### config.mk
export PLATFORM = sky130hd
export DESIGN_NAME = mem_write_ecc_capture
export DESIGN_NICKNAME = d
export VERILOG_FILES = /design/src/common/mem_err_pkg.sv /design/src/logic/ecc_syndrome.sv /design/src/logic/mem_write_ecc_capture.sv
export VERILOG_INCLUDE_DIRS = /design/src /design/src/common
export SDC_FILE = /design/constraint.sdc
export NUM_CORES = 1
export LEC_CHECK = 0
export BUFFER_PORTS_ARGS = -buffer_cell sky130_fd_sc_hd__clkbuf_2
export CORE_MARGIN = 5
export CORE_UTILIZATION = 56
export CTS_CLUSTER_SIZE = 28
export DETAILED_ROUTE_END_ITERATION = 10
export PLACE_DENSITY = 0.88
export SETUP_SLACK_MARGIN = 0.1
export SYNTH_ARGS = -nofsm -noshare
export SYNTH_HDL_FRONTEND = slang
export SYNTH_HIERARCHICAL = 1
export SYNTH_SLANG_ARGS = --single-unit
### constraint.sdc
create_clock -name clock_i -period 5.9 [get_ports clock_i]
set_clock_uncertainty 0.15 [all_clocks]
set_input_delay 1.18 -clock clock_i [delete_from_list [all_inputs] [get_ports clock_i]]
set_output_delay 1.18 -clock clock_i [all_outputs]
set_load 0.01 [all_outputs]
### src/common/mem_err_defs.svh
/*
  constants for the memory write sequencer and error status capture.
  assumes one clock domain and a single status register word.
*/
// Function
// unmasked cpu write acked before parity, ecc, write
// unmasked dma write: no parity check, ack, write
// masked write: read, check, merge, ack, rewrite
// multiword dma: ack each word, end after last
// uncorrectable error sets bit 31
// repeat uncorrectable error sets bit 30
// correctable error sets bit 29
// ecc flags undefined while bit 7 set
// error flags clear by writing one
// bits 28:9 hold failing page, read only
// page holds highest priority error
// equal priority error never overwrites capture
// priority: parity, uncorrectable, correctable
// dma read or write error sets bit 8
// cpu write parity error sets bit 7
// bits 6:0 hold syndrome, read only
// unknown nonzero syndrome means uncorrectable
// syndrome follows page capture priority
// zero syndrome means no error; data codes
// power-up or dc_power_ok drop while halted clears
// check bit codes one-hot, remaining data codes
// parity error stores bad check bits, 0000111
// mode bit 10 disables detection and capture
// late parity error still flagged and captured
`ifndef MEM_ERR_DEFS_SVH
`define MEM_ERR_DEFS_SVH

`define MES_ADDR    32'h1008_0140
`define UE_BIT      31
`define HER_BIT     30
`define CE_BIT      29
`define PAGE_HI     28
`define PAGE_LO     9
`define DMA_BIT     8
`define PE_BIT      7
`define SYN_W       7
`define SYN_NONE    7'h00
`define SYN_PARITY  7'h07
`define PARITY_ODD  1'b1
`define MASK_FULL   4'hf
`define CHK_W       7
`define DATA_W      32

// syndrome per data bit, bit 31 first
`define ECC_CODES { \
  7'b1111001, 7'b0111101, 7'b0111011, 7'b1111111, \
  7'b0111110, 7'b1111010, 7'b1111100, 7'b0111000, \
  7'b0110001, 7'b1110101, 7'b1110011, 7'b0110111, \
  7'b1110110, 7'b0110010, 7'b0110100, 7'b1110000, \
  7'b0101001, 7'b1101101, 7'b1101011, 7'b0101111, \
  7'b1101110, 7'b0101010, 7'b0101100, 7'b1101000, \
  7'b0011001, 7'b1011101, 7'b1011011, 7'b0011111, \
  7'b1011110, 7'b0011010, 7'b0011100, 7'b1011000}

`endif

### src/common/mem_err_pkg.sv
/*
  types and small decoders shared by the write sequencer.
  assumes mem_err_defs.svh is on the include path.
*/
`default_nettype none
`include "mem_err_defs.svh"
package mem_err_pkg;

  typedef enum logic [1:0] {
    ST_IDLE     = 2'b00,
    ST_WRITE    = 2'b01,
    ST_RMW_READ = 2'b10
  } wr_state_e;

  typedef struct packed {
    logic        dma;
    logic        last;
    logic [3:0]  mask;
    logic [31:0] addr;
    logic [31:0] data;
    logic [3:0]  par;
  } wr_req_s;

  typedef struct packed {
    logic        valid;
    logic        dma;
    logic [31:0] addr;
    logic [38:0] word;
  } rd_chk_s;

  typedef struct packed {
    logic        pe;
    logic        ue;
    logic        ce;
    logic        dma;
    logic [19:0] page;
    logic [6:0]  syn;
  } err_ev_s;

  // only enabled byte lanes are checked
  function automatic logic bad_parity(input logic [31:0] d, input logic [3:0] p,
                                      input logic [3:0] m);
    logic bad;
    bad = 1'b0;
    for (int b = 0; b < 4; b++) begin
      if (m[b] && ((^d[8*b +: 8] ^ p[b]) != `PARITY_ODD)) begin
        bad = 1'b1;
      end
    end
    return bad;
  endfunction : bad_parity

  function automatic logic [1:0] err_prio(input logic pe, input logic ue, input logic ce);
    if (pe) begin
      return 2'h3;
    end else if (ue) begin
      return 2'h2;
    end else if (ce) begin
      return 2'h1;
    end
    return 2'h0;
  endfunction : err_prio

endpackage : mem_err_pkg
`default_nettype wire

### src/logic/ecc_syndrome.sv
/*
  check bit generator and syndrome decoder for a 32+7 bit word.
  purely combinational; caller registers what it needs.
*/
`default_nettype none
`include "mem_err_defs.svh"
module ecc_syndrome import mem_err_pkg::*; #(
  parameter int unsigned DATA_W = `DATA_W,
  parameter int unsigned CHK_W  = `CHK_W
) (
  // word in
  input  wire logic [DATA_W-1:0] data_i,
  input  wire logic [CHK_W-1:0]  check_i,
  // results
  output logic      [CHK_W-1:0]  gen_o,
  output logic      [CHK_W-1:0]  syn_o,
  output logic      [DATA_W-1:0] fixed_o,
  output logic                   single_o,
  output logic                   multi_o
);
  localparam logic [223:0] CODES = `ECC_CODES;

  // code table is fixed to this geometry
  if (DATA_W != 32 || CHK_W != 7) begin : g_bad
    $error("ecc_syndrome supports only 32 data and 7 check bits");
  end

  logic [DATA_W-1:0] hit;

  for (genvar j = 0; j < CHK_W; j++) begin : g_chk
    logic [DATA_W-1:0] sel;
    for (genvar i = 0; i < DATA_W; i++) begin : g_sel
      assign sel[i] = CODES[CHK_W*i + j];
    end
    assign gen_o[j] = ^(data_i & sel);
  end

  assign syn_o = gen_o ^ check_i;
  for (genvar i = 0; i < DATA_W; i++) begin : g_hit
    assign hit[i] = (syn_o == CODES[CHK_W*i +: CHK_W]);
  end

  assign fixed_o  = data_i ^ hit;
  assign single_o = (|hit) | $onehot(syn_o);
  assign multi_o  = (syn_o != `SYN_NONE) && !single_o;
endmodule : ecc_syndrome
`default_nettype wire

### src/logic/mem_write_ecc_capture.sv
/*
  write path sequencer and error status capture of the memory controller.
  assumes requests and memory handshakes are on clock_i; power and halt
  levels arrive from pins and are synchronised here.
*/
`default_nettype none
`include "mem_err_defs.svh"
module mem_write_ecc_capture import mem_err_pkg::*; (
  // clock and reset
  input  wire logic        clock_i,
  input  wire logic        rstn_i,
  // shared bus write request
  input  wire logic        req_valid_i,
  input  wire wr_req_s     req_i,
  output logic             req_ready_o,
  output logic             word_ack_o,
  output logic             bus_done_o,
  // read results checked by this block
  input  wire rd_chk_s     rd_i,
  // memory array
  output logic             mem_rd_o,
  output logic             mem_wr_o,
  output logic [31:0]      mem_addr_o,
  output logic [38:0]      mem_wdata_o,
  input  wire logic        mem_rvalid_i,
  input  wire logic [38:0] mem_rdata_i,
  // status register access
  input  wire logic        csr_wr_i,
  input  wire logic        csr_rd_i,
  input  wire logic [31:0] csr_addr_i,
  input  wire logic [31:0] csr_wdata_i,
  output logic [31:0]      csr_rdata_o,
  // mode and system levels
  input  wire logic        ecc_disable_i,
  input  wire logic        dc_power_ok_i,
  input  wire logic        halted_i
);

  wr_state_e   state_q;
  wr_req_s     req_q;
  logic        rmw_q;
  logic [31:0] wdata_q;
  logic        mem_rd_q;
  logic        mem_wr_q;
  logic [38:0] mem_wdata_q;
  logic [31:0] csr_rdata_q;
  logic [1:0]  dc_power_ok_q;
  logic [1:0]  halt_q;
  logic        ue_q, her_q, ce_q, dma_q, pe_q;
  logic [19:0] page_q;
  logic [6:0]  syn_q;

  logic        accept, full;
  logic        par_err;
  logic        clr_all;
  logic        csr_hit;
  logic [31:0] wclr;
  logic [31:0] status;
  logic [6:0]  gen_chk;
  logic [6:0]  rmw_syn, rd_syn;
  logic [31:0] rmw_fixed;
  logic        rmw_single, rmw_multi, rd_single, rd_multi;
  err_ev_s     wev, rev, best;
  logic        capture;

  // pin levels: second stage only is read
  always_ff @(posedge clock_i or negedge rstn_i) begin
    if (!rstn_i) begin
      dc_power_ok_q <= 2'h0;
      halt_q <= 2'h0;
    end else begin
      dc_power_ok_q <= {dc_power_ok_q[0], dc_power_ok_i};
      halt_q <= {halt_q[0], halted_i};
    end
  end

  assign clr_all = !dc_power_ok_q[1] && halt_q[1];

  // ---------------- write sequencing ----------------
  assign req_ready_o = (state_q == ST_IDLE);
  assign accept      = req_valid_i && req_ready_o;
  assign full        = (req_i.mask == `MASK_FULL);

  // unmasked: ack on latch; masked: ack once merged check bits are ready
  assign word_ack_o  = (accept && full)
                    || (state_q == ST_WRITE && rmw_q);
  assign bus_done_o  = word_ack_o &&
                       (accept ? (!req_i.dma || req_i.last)
                               : (!req_q.dma || req_q.last));

  always_ff @(posedge clock_i or negedge rstn_i) begin
    if (!rstn_i) begin
      state_q <= ST_IDLE;
      req_q   <= '0;
      rmw_q   <= 1'b0;
    end else begin
      case (state_q)
        ST_IDLE: begin
          if (accept) begin
            req_q   <= req_i;
            rmw_q   <= !full;
            state_q <= full ? ST_WRITE : ST_RMW_READ;
          end
        end
        ST_RMW_READ: begin
          if (mem_rvalid_i) begin
            state_q <= ST_WRITE;
          end
        end
        ST_WRITE: begin
          rmw_q   <= 1'b0;
          state_q <= ST_IDLE;
        end
        default: begin
          state_q <= ST_IDLE;
        end
      endcase
    end
  end

  // data to write: bus word, or old word corrected and merged
  always_ff @(posedge clock_i or negedge rstn_i) begin
    if (!rstn_i) begin
      wdata_q <= 32'h0;
    end else if (accept) begin
      wdata_q <= req_i.data;
    end else if (state_q == ST_RMW_READ && mem_rvalid_i) begin
      for (int b = 0; b < 4; b++) begin
        wdata_q[8*b +: 8] <= req_q.mask[b] ? req_q.data[8*b +: 8]
                           : (ecc_disable_i ? mem_rdata_i[8*b +: 8]
                                            : rmw_fixed[8*b +: 8]);
      end
    end
  end

  ecc_syndrome u_gen (
    .data_i   (wdata_q),
    .check_i  (7'h00),
    .gen_o    (gen_chk),
    .syn_o    (),
    .fixed_o  (),
    .single_o (),
    .multi_o  ()
  );

  ecc_syndrome u_rmw (
    .data_i   (mem_rdata_i[31:0]),
    .check_i  (mem_rdata_i[38:32]),
    .gen_o    (),
    .syn_o    (rmw_syn),
    .fixed_o  (rmw_fixed),
    .single_o (rmw_single),
    .multi_o  (rmw_multi)
  );

  ecc_syndrome u_rd (
    .data_i   (rd_i.word[31:0]),
    .check_i  (rd_i.word[38:32]),
    .gen_o    (),
    .syn_o    (rd_syn),
    .fixed_o  (),
    .single_o (rd_single),
    .multi_o  (rd_multi)
  );

  // parity is judged in ST_WRITE: after the ack of an unmasked write, in the same cycle as the ack of a masked one
  assign par_err = (state_q == ST_WRITE) && !req_q.dma
                && bad_parity(req_q.data, req_q.par, req_q.mask);

  // memory strobes and write word
  always_ff @(posedge clock_i or negedge rstn_i) begin
    if (!rstn_i) begin
      mem_rd_q    <= 1'b0;
      mem_wr_q    <= 1'b0;
      mem_wdata_q <= 39'h0;
    end else begin
      mem_rd_q <= accept && !full;
      mem_wr_q <= (state_q == ST_WRITE);
      if (state_q == ST_WRITE) begin
        mem_wdata_q <= {gen_chk ^ (wev.pe ? `SYN_PARITY : `SYN_NONE), wdata_q};
      end
    end
  end

  assign mem_rd_o    = mem_rd_q;
  assign mem_wr_o    = mem_wr_q;
  assign mem_addr_o  = req_q.addr;
  assign mem_wdata_o = mem_wdata_q;

  // ---------------- error events ----------------
  always_comb begin
    wev      = '0;
    wev.page = req_q.addr[`PAGE_HI:`PAGE_LO];
    if (!ecc_disable_i) begin
      if (par_err) begin
        wev.pe  = 1'b1;
        wev.syn = `SYN_PARITY;
      end else if (state_q == ST_RMW_READ && mem_rvalid_i) begin
        wev.ue  = rmw_multi;
        wev.ce  = rmw_single;
        wev.dma = req_q.dma && (rmw_multi || rmw_single);
        wev.syn = rmw_syn;
      end
    end
  end

  always_comb begin
    rev      = '0;
    rev.page = rd_i.addr[`PAGE_HI:`PAGE_LO];
    if (!ecc_disable_i && rd_i.valid) begin
      rev.ue  = rd_multi;
      rev.ce  = rd_single;
      rev.dma = rd_i.dma && (rd_multi || rd_single);
      rev.syn = rd_syn;
    end
  end

  assign best = (err_prio(rev.pe, rev.ue, rev.ce) > err_prio(wev.pe, wev.ue, wev.ce))
              ? rev : wev;

  // ---------------- status register ----------------
  assign csr_hit = (csr_addr_i == `MES_ADDR);
  assign wclr    = (csr_wr_i && csr_hit) ? csr_wdata_i : 32'h0;

  // strictly higher priority than what is still flagged replaces it
  assign capture = err_prio(best.pe, best.ue, best.ce) >
                   err_prio(pe_q && !wclr[`PE_BIT], ue_q && !wclr[`UE_BIT],
                            ce_q && !wclr[`CE_BIT]);

  // set wins over a same-cycle write-one clear
  always_ff @(posedge clock_i or negedge rstn_i) begin
    if (!rstn_i) begin
      ue_q  <= 1'b0;
      her_q <= 1'b0;
      ce_q  <= 1'b0;
      dma_q <= 1'b0;
      pe_q  <= 1'b0;
    end else if (clr_all) begin
      ue_q  <= 1'b0;
      her_q <= 1'b0;
      ce_q  <= 1'b0;
      dma_q <= 1'b0;
      pe_q  <= 1'b0;
    end else begin
      ue_q  <= (ue_q && !wclr[`UE_BIT]) || wev.ue || rev.ue;
      her_q <= (her_q && !wclr[`HER_BIT]) || (ue_q && (wev.ue || rev.ue));
      ce_q  <= (ce_q && !wclr[`CE_BIT]) || wev.ce || rev.ce;
      dma_q <= (dma_q && !wclr[`DMA_BIT]) || wev.dma || rev.dma;
      pe_q  <= (pe_q && !wclr[`PE_BIT]) || wev.pe;
    end
  end

  // page and syndrome ignore writes
  always_ff @(posedge clock_i or negedge rstn_i) begin
    if (!rstn_i) begin
      page_q <= 20'h0;
      syn_q  <= 7'h00;
    end else if (clr_all) begin
      page_q <= 20'h0;
      syn_q  <= 7'h00;
    end else if (capture) begin
      page_q <= best.page;
      syn_q  <= best.syn;
    end
  end

  // ecc flags carry no meaning while pe_q is set; her_q update and status still read them then
  assign status = {ue_q, her_q, ce_q, page_q, dma_q, pe_q, syn_q};

  always_ff @(posedge clock_i or negedge rstn_i) begin
    if (!rstn_i) begin
      csr_rdata_q <= 32'h0;
    end else if (csr_rd_i) begin
      csr_rdata_q <= csr_hit ? status : 32'h0;
    end
  end

  assign csr_rdata_o = csr_rdata_q;
endmodule : mem_write_ecc_capture
`default_nettype wire

# Word level (Yosys, flattened, before mapping)
# Cells that the tools add are included.
# op_classes
bitwise	14
reduce_logical	87
order_cmp	2
eq_ne	72
addsub	12
n_mux	69
# op_table
op	n
32-bit parity	21
7-bit equality test (second input constant)	32
7-bit by 6-bit equality test with 1-bit output (second input constant)	24
32-bit two-way mux	4
8-bit two-way mux	8
32-bit OR reduction	2
7-bit by 5-bit equality test with 1-bit output (second input constant)	8
7-bit two-way mux	6
20-bit two-way mux	2
2-bit two-way mux	18
32-bit by 29-bit equality test with 1-bit output (second input constant)	1
8-bit parity	4
32-bit bitwise XOR	1
31-bit two-way mux	1
1-bit logical AND	25
1-bit two-way mux	23
1-bit logical OR	14
7-bit nonzero test	2
7-bit bitwise XOR	2
1-bit by 1-bit adder with 2-bit output	6
3-bit adder	4
1-bit zero test	12
3-bit two-way mux	4
7-bit by 3-bit bitwise XOR with 7-bit output	1
17 further kinds	31
# totals
input_bits	259
register_bits	218
out_inout_bits	108
wordCells	278

# Longest topological paths before layout
# Gate-level depths: netlist (run 1).
# depth
depth_word	27
depth_mapped	32
ltp_nobuf	31

# Hierarchy
# Netlist (run 1), hierarchy kept.
# by_module_without_submodules
module	area_each_um2	seq_area_each_um2	n_inst	cells_per_inst
mem_write_ecc_capture	10309.9	5455.2	1	1205
ecc_syndrome at u_rmw	1916.8	0.0	1	234
ecc_syndrome at u_gen	1799.2	0.0	1	225
ecc_syndrome at u_rd	1790.5	0.0	1	222

# Least setup slack after synthesis (run 1)
# OpenSTA, ideal clock, no wires.
# synth_path
path_type	input port to flip-flop
from	in mem_rdata_i[7]
to	reg page_q[0]
slack_ns	-2.345
cell_stages	30
required_ns	5.603
path_buffers	3
arrival_ns	7.949
setup_time_ns	0.147
cell_sequence	xnor2_1 > xnor2_2 > xor2_1 > xnor3_2 > fa_1 > inv_1 > fa_1 > xor2_1 > ha_1 > a21o_1 > fa_1 > nor2_1 > nand2_1 > o41ai_1 > a21oi_1 > o2111ai_1 > nor3_1 > a21oi_1 > ha_1 > nor2b_1 > o21ai_1 > clkbuf_1 > nand2_1 > a2bb2oi_1 > ha_1 > nor2b_1 > o21a_1 > clkbuf_1 > clkbuf_1 > a311oi_1
# synth_via
elab_chain_len	23
word_cells_on_any_way	69
cone_classes	add/sub: 6; order compare: 2; eq/ne: 33; mux: 18; bitwise: 2; reduce/logical: 8
# synth_lines
item	line	source
start: declaration	mem_write_ecc_capture.sv:26	input wire logic [38:0] mem_rdata_i,
32-bit parity	ecc_syndrome.sv:35	assign gen_o[j] = ^(data_i & sel);
7-bit bitwise XOR (*)	ecc_syndrome.sv:38	assign syn_o = gen_o ^ check_i;
1-bit by 1-bit adder with 2-bit output (not written as such)	ecc_syndrome.sv:44	assign single_o = (|hit) | $onehot(syn_o);
3-bit adder (not written as such) or 2-bit by 1-bit adder with 3-bit output (tied branches)	ecc_syndrome.sv:44	
3-bit adder (not written as such)	ecc_syndrome.sv:44	
3-bit by 1-bit equality test with 1-bit output	ecc_syndrome.sv:44	
1-bit OR	ecc_syndrome.sv:44	
1-bit zero test	ecc_syndrome.sv:45	assign multi_o = (syn_o != `SYN_NONE) && !single_o;
(+1 left out)	--	
named net rmw_multi	mem_write_ecc_capture.sv:62	logic rmw_single, rmw_multi, rd_single, rd_multi;
(+6 left out)	--	
2-bit greater-than comparator	mem_write_ecc_capture.sv:218	assign best = (err_prio(rev.pe, rev.ue, rev.ce) > err_prio(wev.pe, wev.ue, wev.ce))
31-bit two-way mux (*)	mem_write_ecc_capture.sv:219	? rev : wev;
1-bit two-way mux	mem_err_pkg.sv:58	end else if (ce) begin
1-bit two-way mux	mem_err_pkg.sv:56	end else if (ue) begin
1-bit two-way mux	mem_err_pkg.sv:54	if (pe) begin
2-bit two-way mux	mem_err_pkg.sv:61	return 2'h0;
2-bit greater-than comparator	mem_write_ecc_capture.sv:226	assign capture = err_prio(best.pe, best.ue, best.ce) >
2-bit nonzero test (no line)	--	
end signal: assignment	mem_write_ecc_capture.sv:262	page_q <= best.page;
end: declaration	mem_write_ecc_capture.sv:50	logic [19:0] page_q;
# Mark *: on every way through the listed nets, which the timed path passes. The rest lies on a longest branch. The select of a mux whose other input is x is not followed.
# A chain may end at the register's enable or synchronous reset.

# Worst setup path in the final report (run 1)
# layout_path
from	in rd_i[27] (netlist bit)
to	reg syn_q[1]
# layout_via
elab_chain_len	20
word_cells_on_any_way	68
cone_classes	add/sub: 6; order compare: 2; eq/ne: 33; mux: 15; bitwise: 2; reduce/logical: 10
# layout_lines
item	line	source
start: declaration	mem_write_ecc_capture.sv:19	input wire rd_chk_s rd_i,
32-bit parity	ecc_syndrome.sv:35	
7-bit bitwise XOR (*)	ecc_syndrome.sv:38	
1-bit by 1-bit adder with 2-bit output (not written as such)	ecc_syndrome.sv:44	
3-bit adder (not written as such) or 2-bit by 1-bit adder with 3-bit output (tied branches)	ecc_syndrome.sv:44	
3-bit adder (not written as such)	ecc_syndrome.sv:44	
3-bit by 1-bit equality test with 1-bit output	ecc_syndrome.sv:44	
1-bit OR	ecc_syndrome.sv:44	
1-bit zero test	ecc_syndrome.sv:45	
(+1 left out)	--	
named net rd_multi	mem_write_ecc_capture.sv:62	
(+3 left out)	--	
2-bit greater-than comparator	mem_write_ecc_capture.sv:218	
31-bit two-way mux (*)	mem_write_ecc_capture.sv:219	
1-bit two-way mux	mem_err_pkg.sv:58	
1-bit two-way mux	mem_err_pkg.sv:56	
1-bit two-way mux	mem_err_pkg.sv:54	
2-bit two-way mux	mem_err_pkg.sv:61	
2-bit greater-than comparator	mem_write_ecc_capture.sv:226	
2-bit nonzero test (no line)	--	
end signal: assignment	mem_write_ecc_capture.sv:263	syn_q <= best.syn;
end: declaration	mem_write_ecc_capture.sv:51	logic [6:0] syn_q;
# Marked as above.

==> impl_results.md, run 1 <==
* Grt total ovfl at 0
* Via-to-Cell Ratio at 5.622
* Final WL at a little under 50 mm
* Worst path max stage delay at between 0.4 and 0.5 ns
* Root Buffer Master: clkbuf_16
* WHS Path Cells at 0
* Initial Util at between 50% and 60%
* HPWL Detailed at about 32 mm
* Most used cell, CP: fa_1
* Register Area at 5455 sq um
* CTS sink cnt at around 220
* Mapped Avg Cell Area at 8.599 sq um
* Post-Syn Nets at 1,915
* Minimum clock period at 7.385 ns
* Worst hold path endpoint: dc_power_ok_q[1]
* Fin Hold WS at around 0.25 ns
* Worst EP arrival at between 7 and 8 ns
* RSZ-0062 raised after global routing: true
* Total die area at roughly 28,000 sq um
* Most common cell after layout, fill and taps aside: nand2_1
* Antenna Nets Post-Route at 0
* Crit share post-route at 125.2%
* Setup WS post-layout at -1.485 ns
* Syn Inst Count at about 1,600
* GPL Wtd Cong at ~0.94
* Share of cells above drive strength 1 at a little over a third
* Total global-route track usage at approximately a third
* Setup tns final at -37.86 ns
* Area of the core at 24,960 sq um
* Worst Setup Start Kind: primary input
* Yosys warns at 6
* Nets at ~2,400
* Hold path startpoint: dc_power_ok_q[0]
* Std-Cell Rows at 58
* TritonCTS buffer count at 24
* Vias in the first global route at 13,840
* 1st-iter DRT viols at about 1,600
* Worst r2r src: req_q[22]
* Commonest cells after routing, fill and taps aside: nand2_1 (428), clkbuf_2 (316), dfrtp_1 (218), buf_4 (174), xnor2_1 (145)
* Vias at about 14,000
* Critical-path maximum fanout at 4
* H-tree depth at 1
* First-pass GRT wire length at around 73 mm
* Cts hold-fix bufs at 0
* Reg2reg end: syn_q[1]
* Crit. End Element: register
* DR pass1 iterations at 6
* R2r worst-path depth at 18
* Post-Synthesis Cell Area at 14,070 sq um
* Failing checks: negative setup slack
* Reg-to-reg setup timing slack at approximately 1.1 ns
* DRC Markers at 0
* WL per Instance at 19.92 um
* Final hold violations at 0
* Outcome: complete, but fails checks
* Worst Tran Pin Value at approximately 1.2 ns
* # setup viols final at 27
* Crit Path Class: in2reg
* Max Slew Vio Count at 0
* Filler cell count at between 1,500 and 2,000
* Max frequency at about 140 MHz
* Multi-input combinational cell area at about 8600 sq um
* Largest net degree at the start of global routing at 146
* Die Width at around 170 um
* CTS max path bufs at 3
* Port bufs at approximately 330
* TritonCTS clock tree: built
* Worst hold-check path type: reg2reg
* Initial antenna violation count at 5
* Num ports at 367
* Syn-to-layout area delta at 34.63%
* Crit-path slowest cell: xnor2_1
* Req. time, crit path at ~6.2 ns
* Clk Latency, worst-skew pair at 0.52 ns
* Die height at roughly 170 um
* Slew Limit Headroom at around 17%
* # Max-Cap Violations at 0
* Worst-path clk slew at roughly 0.060 ns
## metal layers
| metal | vias up | wire [um] | GRT usage, % |
|---|---|---|---|
| li1 | 6146 | - | - |
| met1 | 6557 | 18330 | 40.51 |
| met2 | 761 | 23560 | 53.25 |
| met3 | 180 | 3713 | 5.815 |
| met4 | 0 | 2736 | 14.57 |
| met5 | - | 0 | 0 |
## cell type report
| type | instances | area share [%] |
|---|---|---|
| diodes | 5 | 0.06606 |
| clock buffers | 31 | 3.528 |
| clock inverters | 13 | 0.8125 |
| inverters | 62 | 1.242 |
| multi-input cells | 1244 | 45.22 |
| flip-flops and latches | 218 | 28.80 |
| well taps | 330 | 2.180 |
| repair buffers | 524 | 18.15 |
## worst max-delay path by stage
stage                      endpoint       startpoint  cells after the start
after floorplan            syn_q[4]  mem_rdata_i[31]                     30
after global placement    page_q[5]  mem_rdata_i[31]                     30
after detailed placement  page_q[9]  mem_rdata_i[31]                     30
after CTS                 page_q[8]  mem_rdata_i[26]                     32
after global routing       syn_q[1]         rd_i[27]                     32
final                      syn_q[1]         rd_i[27]                     32
## critical path: cells and delay by family
| family | cells | cell delay (ns) |
|---|---|---|
| buffers and inverters | 5 | 0.60 |
| adder cells (fa/ha/maj) | 6 | 2.15 |
| AO/OA/AOI/OAI | 8 | 1.23 |
| XOR/XNOR | 6 | 1.44 |
| AND/OR/NAND/NOR | 7 | 1.04 |
## flip-flops by register name, summed over array words and instances, names as in the netlist, 7 cells and up
signal	flops
syn_q	7
csr_rdata_o	32
req_q	42
page_q	20
mem_wdata_o	39
wdata_q	32
mem_addr_o	32
## metrics by stage
stage / std cells / cell area, sq um / worst slack, ns / util, %
finish: 2427 / 18940 / -1.485 / 75.87
global route: 2427 / 18940 / -1.663 / 75.87
CTS: 2416 / 18530 / -1.077 / 74.24
detailed placement: 2339 / 16870 / -2.048 / 67.57
global placement: 2339 / 16870 / -1.763 / 67.57
floorplan: 1636 / 14190 / -1.932 / -
## repair_timing
| item | 4_1_cts | 5_1_grt |
|---|---|---|
| setup buffers | 30 | 10 |
| pin swaps | 64 | 47 |
| endpoints found under the setup margin | 27 | 30 |
| gates cloned | 5 | 1 |
| gates resized for setup | 88 | 68 |
Power of run 1 is left out: the tool's default activity adds up to more than one toggle a clock period on the data nets, which glitch-free logic cannot reach.
==> run 2: changes to the inputs <==
--- a/config.mk
+++ b/config.mk
@@ -7,11 +7,14 @@
 export NUM_CORES = 1
 export LEC_CHECK = 0
 export BUFFER_PORTS_ARGS = -buffer_cell sky130_fd_sc_hd__clkbuf_2
+export CELL_PAD_IN_SITES_DETAIL_PLACEMENT = 1
+export CELL_PAD_IN_SITES_GLOBAL_PLACEMENT = 2
 export CORE_MARGIN = 5
-export CORE_UTILIZATION = 56
+export CORE_UTILIZATION = 32
 export CTS_CLUSTER_SIZE = 28
 export DETAILED_ROUTE_END_ITERATION = 10
-export PLACE_DENSITY = 0.88
+export MAX_ROUTING_LAYER = met4
+export PLACE_DENSITY = 0.86
 export SETUP_SLACK_MARGIN = 0.1
 export SYNTH_ARGS = -nofsm -noshare
 export SYNTH_HDL_FRONTEND = slang
==> impl_results.md, run 2 (synthesized netlist as in run 1, its figures left out) <==
* Outcome: complete, but fails checks
* Failing checks: negative setup slack
* Final WL at 50.31 mm (+4.1%)
* Area of the core at 43,270 sq um (+73%)
* Grt total ovfl at 0 (unchanged)
* Port bufs at 327 (unchanged)
* Worst hold path endpoint: halt_q[1]
* Crit-path slowest cell: fa_1
* Die height at 219.7 um (+30%)
* HPWL Detailed at 38.26 mm (+20%)
* DR pass1 iterations at 4 (-2)
* Vias at 12,850 (-5.8%)
* # Max-Cap Violations at 0 (unchanged)
* Hold path startpoint: halt_q[0]
* Crit share post-route at 122.2% (-2.9 points)
* Most flop-heavy register: req_q
* Worst EP arrival at 7.51 ns (-0.14 ns)
* Critical-path maximum fanout at 5 (+1)
* Max Slew Vio Count at 0 (unchanged)
* Total global-route track usage at 21.09% (-11 points)
* WL per Instance at 18.84 um (-5.4%)
* Num ports at 367 (unchanged)
* H-tree depth at 1 (unchanged)
* Largest net degree at the start of global routing at 123 (-16%)
* CTS max path bufs at 3 (unchanged)
* DRC Markers at 0 (unchanged)
* GPL Wtd Cong at 0.8792 (-6.9%)
* Most common cell after layout, fill and taps aside: nand2_1
* Worst hold-check path type: reg2reg
* Antenna Nets Post-Route at 0 (unchanged)
* CTS sink cnt at 218 (unchanged)
* WHS Path Cells at 0 (unchanged)
* Setup WS post-layout at -1.312 ns (+0.1733 ns)
* Grt peak-use layer: met2
* TritonCTS clock tree: built
* Max FFs per register at 42 (unchanged)
* R2r worst-path depth at 18 (unchanged)
* Met3 GRT Util at 2.651% (-3.2 points)
* # setup viols final at 27 (unchanged)
* Vias in the first global route at 14,140 (+2.1%)
* Share of cells above drive strength 1 at 32.74% (-2.1 points)
* Worst Setup Start Kind: primary input
* Total die area at 48,260 sq um (+70%)
* Worst-path clk slew at 0.06 ns (about the same)
* Grt met1 use at 26.63% (-14 points)
* Dpl cells at 2,595 (+11%)
* Nets at 2,338 (-0.64%)
* Root Buffer Master: clkbuf_16
* Cell family with most CP delay: adder cells
* Cts hold-fix bufs at 0 (unchanged)
* First-pass GRT wire length at 78.36 mm (+7.2%)
* Worst Tran Pin Value at 1.167 ns (-0.07787 ns)
* CP Buf/Inv Count at 3 (-2)
* Final Util at 43.80% (-32 points)
* Die Width at 219.7 um (+30%)
* Minimum clock period at 7.212 ns (-0.1733 ns)
* Grt met2 use at 35.38% (-18 points)
* Std-Cell Rows at 76 (+31%)
* 1st-iter DRT viols at 683 (-56%)
* Initial Util at 32.52% (-24 points)
* Syn-to-layout area delta at 34.69% (about the same)
* Initial antenna violation count at 6 (+1)
* TritonCTS buffer count at 27 (+13%)
* Worst path max stage delay at 0.58 ns (+0.10 ns)
* Clk Latency, worst-skew pair at 0.56 ns (+0.04 ns)
* Crit Path Class: in2reg
* RSZ-0062 raised after global routing: true
* Slew Limit Headroom at 21.97% (+5.1 points)
* Commonest cells after routing, fill and taps aside: nand2_1 (431), clkbuf_2 (316), dfrtp_1 (218), buf_4 (171), nor2_1 (153)
* Final std cells w/o fill at 2,671 (+10%)
* Reg2reg end: syn_q[1]
* Crit. End Element: register
* Reg-to-reg setup timing slack at 1.34 ns (+0.28 ns)
* Final hold violations at 0 (unchanged)
* Worst r2r src: req_q[8]
* Max frequency at 138.7 MHz (+2.4%)
* Crit path from: mem_rdata_i[12]
* Req. time, crit path at 6.20 ns (+0.04 ns)
* Via-to-Cell Ratio at 4.810 (-14%)
## run 2: cell count changes in the layout (fill, tap and decap cells not counted), moves of 7 or more
cell	before	now
nor2_2	16	4
nor2_1	142	153
buf_6	13	3
a311oi_1	0	9
a311oi_2	24	15
buf_8	2	9
## run 2: how the worst max path moves through the flow
stage | end | slack (ns) | cells after the start
after CTS | page_q[0] | -1.15 | 30
final | syn_q[1] | -1.31 | 32
after global routing | syn_q[1] | -1.52 | 32
after floorplan | syn_q[4] | -1.93 | 30
after global placement | page_q[3] | -1.87 | 30
after detailed placement | page_q[0] | -2.22 | 31
## run 2: timing repair
| action | in CTS | in global routing |
|---|---|---|
| setup endpoints to repair | 27 | 30 |
| pin swaps | 14 | 25 |
| gates cloned | 2 | 1 |
| setup buffers | 13 | 5 |
| endpoints found under the hold margin | 0 | 0 |
| gates resized for setup | 63 | 53 |
## run 2: worst reg2reg max path, delay by kind of cell (launching register included)
kind            cells  cell delay, ns
fa+ha+maj           2            0.56
mux                 1            0.22
flops               1            0.41
simple gates        5            0.78
buf+inv             1            0.13
xor+xnor            2            0.63
compound gates      7            1.61
## run 2: layout make-up
type / instances / area (sq um)
antenna: 6 / 15.01
clock buffer: 44 / 819.5
clock inverter: 6 / 87.58
fill: 5190 / 24320
inverter: 62 / 235.2
multi-input combinational: 1244 / 8412
sequential: 218 / 5455
tap: 585 / 732.0
timing repair buffer: 506 / 3193
## run 2: per-stage QoR
step | hold slack [ns] | setup TNS, ns | setup slack (ns) | area (sq um)
after global routing | 0.2150 | -39.24 | -1.517 | 18950
after detailed placement | 0.1918 | -59.24 | -2.225 | 17190
final | 0.2009 | -33.90 | -1.312 | 18950
after global placement | 0.1843 | -50.79 | -1.874 | 17190
after floorplan | 0.1812 | -50.73 | -1.932 | 14190
after CTS | 0.2053 | -29.98 | -1.149 | 18660
## run 2: per-layer routing
metal,part of all wire (%),wire length (um)
met1,44,21990
met2,49,24700
met3,3.8,1906
met4,3.4,1710
met5,0,0
Power of run 2 is left out for the same reason.
==> run 3: changes to the inputs <==
--- a/config.mk
+++ b/config.mk
@@ -6,15 +6,16 @@
 export SDC_FILE = /design/constraint.sdc
 export NUM_CORES = 1
 export LEC_CHECK = 0
-export BUFFER_PORTS_ARGS = -buffer_cell sky130_fd_sc_hd__clkbuf_2
 export CELL_PAD_IN_SITES_DETAIL_PLACEMENT = 1
 export CELL_PAD_IN_SITES_GLOBAL_PLACEMENT = 2
 export CORE_MARGIN = 5
-export CORE_UTILIZATION = 32
+export CORE_UTILIZATION = 38
 export CTS_CLUSTER_SIZE = 28
 export DETAILED_ROUTE_END_ITERATION = 10
+export DONT_BUFFER_PORTS = 1
 export MAX_ROUTING_LAYER = met4
 export PLACE_DENSITY = 0.86
+export RECOVER_POWER = 100
 export SETUP_SLACK_MARGIN = 0.1
 export SYNTH_ARGS = -nofsm -noshare
 export SYNTH_HDL_FRONTEND = slang
==> impl_results.md, run 3 (synthesized netlist as in run 1, its figures left out) <==
* Final WL at 46.34 mm (-7.9%)
* # Max-Cap Violations at 4 (+4)
* Max Slew Vio Count at 224 (+224)
* Cell family with most CP delay: adder cells
* 1st-iter DRT viols at 522 (-24%)
* Num ports at 367 (unchanged)
* Minimum clock period at 6.930 ns (-0.2817 ns)
* Worst path max stage delay at 0.52 ns (-0.06 ns)
* Die Width at 202.4 um (-7.9%)
* Initial antenna violation count at 0 (-6)
* Worst hold-check path type: reg2reg
* RSZ-0062 raised after global routing: true
* Max FFs per register at 42 (unchanged)
* Worst Tran Pin Value at 3.628 ns (+2.460 ns)
* Final hold violations at 0 (unchanged)
* First-pass GRT wire length at 71.81 mm (-8.4%)
* Critical-path maximum fanout at 6 (+1)
* Initial Util at 38.43% (+5.9 points)
* DR pass1 iterations at 5 (+1)
* Std-Cell Rows at 70 (-7.9%)
* Setup WS post-layout at -1.030 ns (+0.2817 ns)
* Vias in the first global route at 12,190 (-14%)
* Commonest cells after routing, fill and taps aside: nand2_1 (431), dfrtp_1 (218), nor2_1 (148), xnor2_1 (141), buf_4 (109)
* DP Worst Slack at -2.074 ns (+0.1503 ns)
* Dpl cells at 2,088 (-20%)
* CTS sink cnt at 218 (unchanged)
* Crit Path Class: in2reg
* Clk Latency, worst-skew pair at 0.53 ns (-0.03 ns)
* Final std cells w/o fill at 2,162 (-19%)
* Crit share post-route at 117.5% (-4.8 points)
* Most common cell after layout, fill and taps aside: nand2_1
* DRC Markers at 0 (unchanged)
* CTS max path bufs at 3 (unchanged)
* Max frequency at 144.3 MHz (+4.1%)
* Share of cells above drive strength 1 at 19.01% (-14 points)
* CP Buf/Inv Count at 3 (unchanged)
* Largest net degree at the start of global routing at 219 (+78%)
* Port bufs at 0 (-100%)
* Via-to-Cell Ratio at 5.195 (+8.0%)
* Vias at 11,230 (-13%)
* Cts hold-fix bufs at 0 (unchanged)
* Worst Setup Start Kind: primary input
* Req. time, crit path at 6.18 ns (-0.02 ns)
* Nets at 1,957 (-16%)
* Die height at 202.4 um (-7.9%)
* Outcome: complete, but fails checks
* Grt total ovfl at 0 (unchanged)
* Antenna Nets Post-Route at 0 (unchanged)
* Total global-route track usage at 22.61% (+1.5 points)
* TritonCTS clock tree: built
* Crit-path slowest cell: fa_1
* Worst EP arrival at 7.21 ns (-0.30 ns)
* HPWL Detailed at 34.28 mm (-10%)
* Ant. Diodes at 0 (-6)
* Slew Limit Headroom at -142.0% (-160 points)
* Syn-to-layout area delta at 19.83%
* H-tree depth at 1 (unchanged)
* # setup viols final at 29 (+7.4%)
* Fin Hold WS at 0.2003 ns (-0.0006370 ns)
* Worst-path clk slew at 0.06 ns (about the same)
* Crit. End Element: register
* Final Util at 46.05% (+2.3 points)
* Area of the core at 36,610 sq um (-15%)
* Most flop-heavy register: req_q
* WL per Instance at 21.43 um (+14%)
* Root Buffer Master: clkbuf_16
* Total die area at 40,970 sq um (-15%)
* GPL Wtd Cong at 0.9605 (+9.2%)
* Most used cell, CP: fa_1
* TritonCTS buffer count at 26 (-3.7%)
* Failing checks: max-capacitance violations, max-slew violations, negative setup slack
## run 3: worst paths after layout
kind,start,end,slack [ns],cells past startpoint
worst max-delay path,mem_rdata_i[7],page_q[3],-1.03,31
worst min-delay path,dc_power_ok_q[0],dc_power_ok_q[1],0.20,0
worst max register to register,state_q[0],wdata_q[28],0.14,6
worst min register to register,dc_power_ok_q[0],dc_power_ok_q[1],0.20,0
max in group asynchronous,rstn_i,mem_addr_o[31],4.75,0
min in group asynchronous,rstn_i,csr_rdata_o[6],0.21,0
## run 3: repair_timing
item	in CTS	in global routing
setup endpoints to repair	27	27
gates cloned	5	2
pin swaps	42	32
resized for setup	74	51
hold endpoints to repair	0	0
buffers inserted	16	8
## run 3: worst reg2reg max path, cell delays in order, from the launching register on
cell and delay, ns:
dfrtp_1 0.44, nor2_1 0.42, and2_0 2.69, buf_4 0.93, nor2_1 0.18, a21oi_1 0.55, a21oi_1 0.16
## run 3: layout make-up
class	instances	area, sq um
fillers	4216	19750
multi-input cells	1244	8572
flip-flops and latches	218	5455
repair buffers	126	1105
clock buffers	36	759.5
well taps	468	585.6
inverters	62	237.7
clock inverters	8	143.9
## run 3: metal layers
metal	track usage [%]	vias up	wire length, um
li1	-	5351	-
met1	29.54	5558	20590
met2	36.86	261	22280
met3	3.963	62	2329
met4	5.504	0	1136
met5	-	-	0
## run 3: stage by stage
stage / TNS [ns] / area, sq um
after global routing: -37.01 / 16860
after CTS: -26.58 / 16480
after detailed placement: -54.59 / 14900
after floorplan: -50.73 / 14190
after global placement: -46.21 / 14900
final: -26.91 / 16860
Power of run 3 is left out for the same reason.
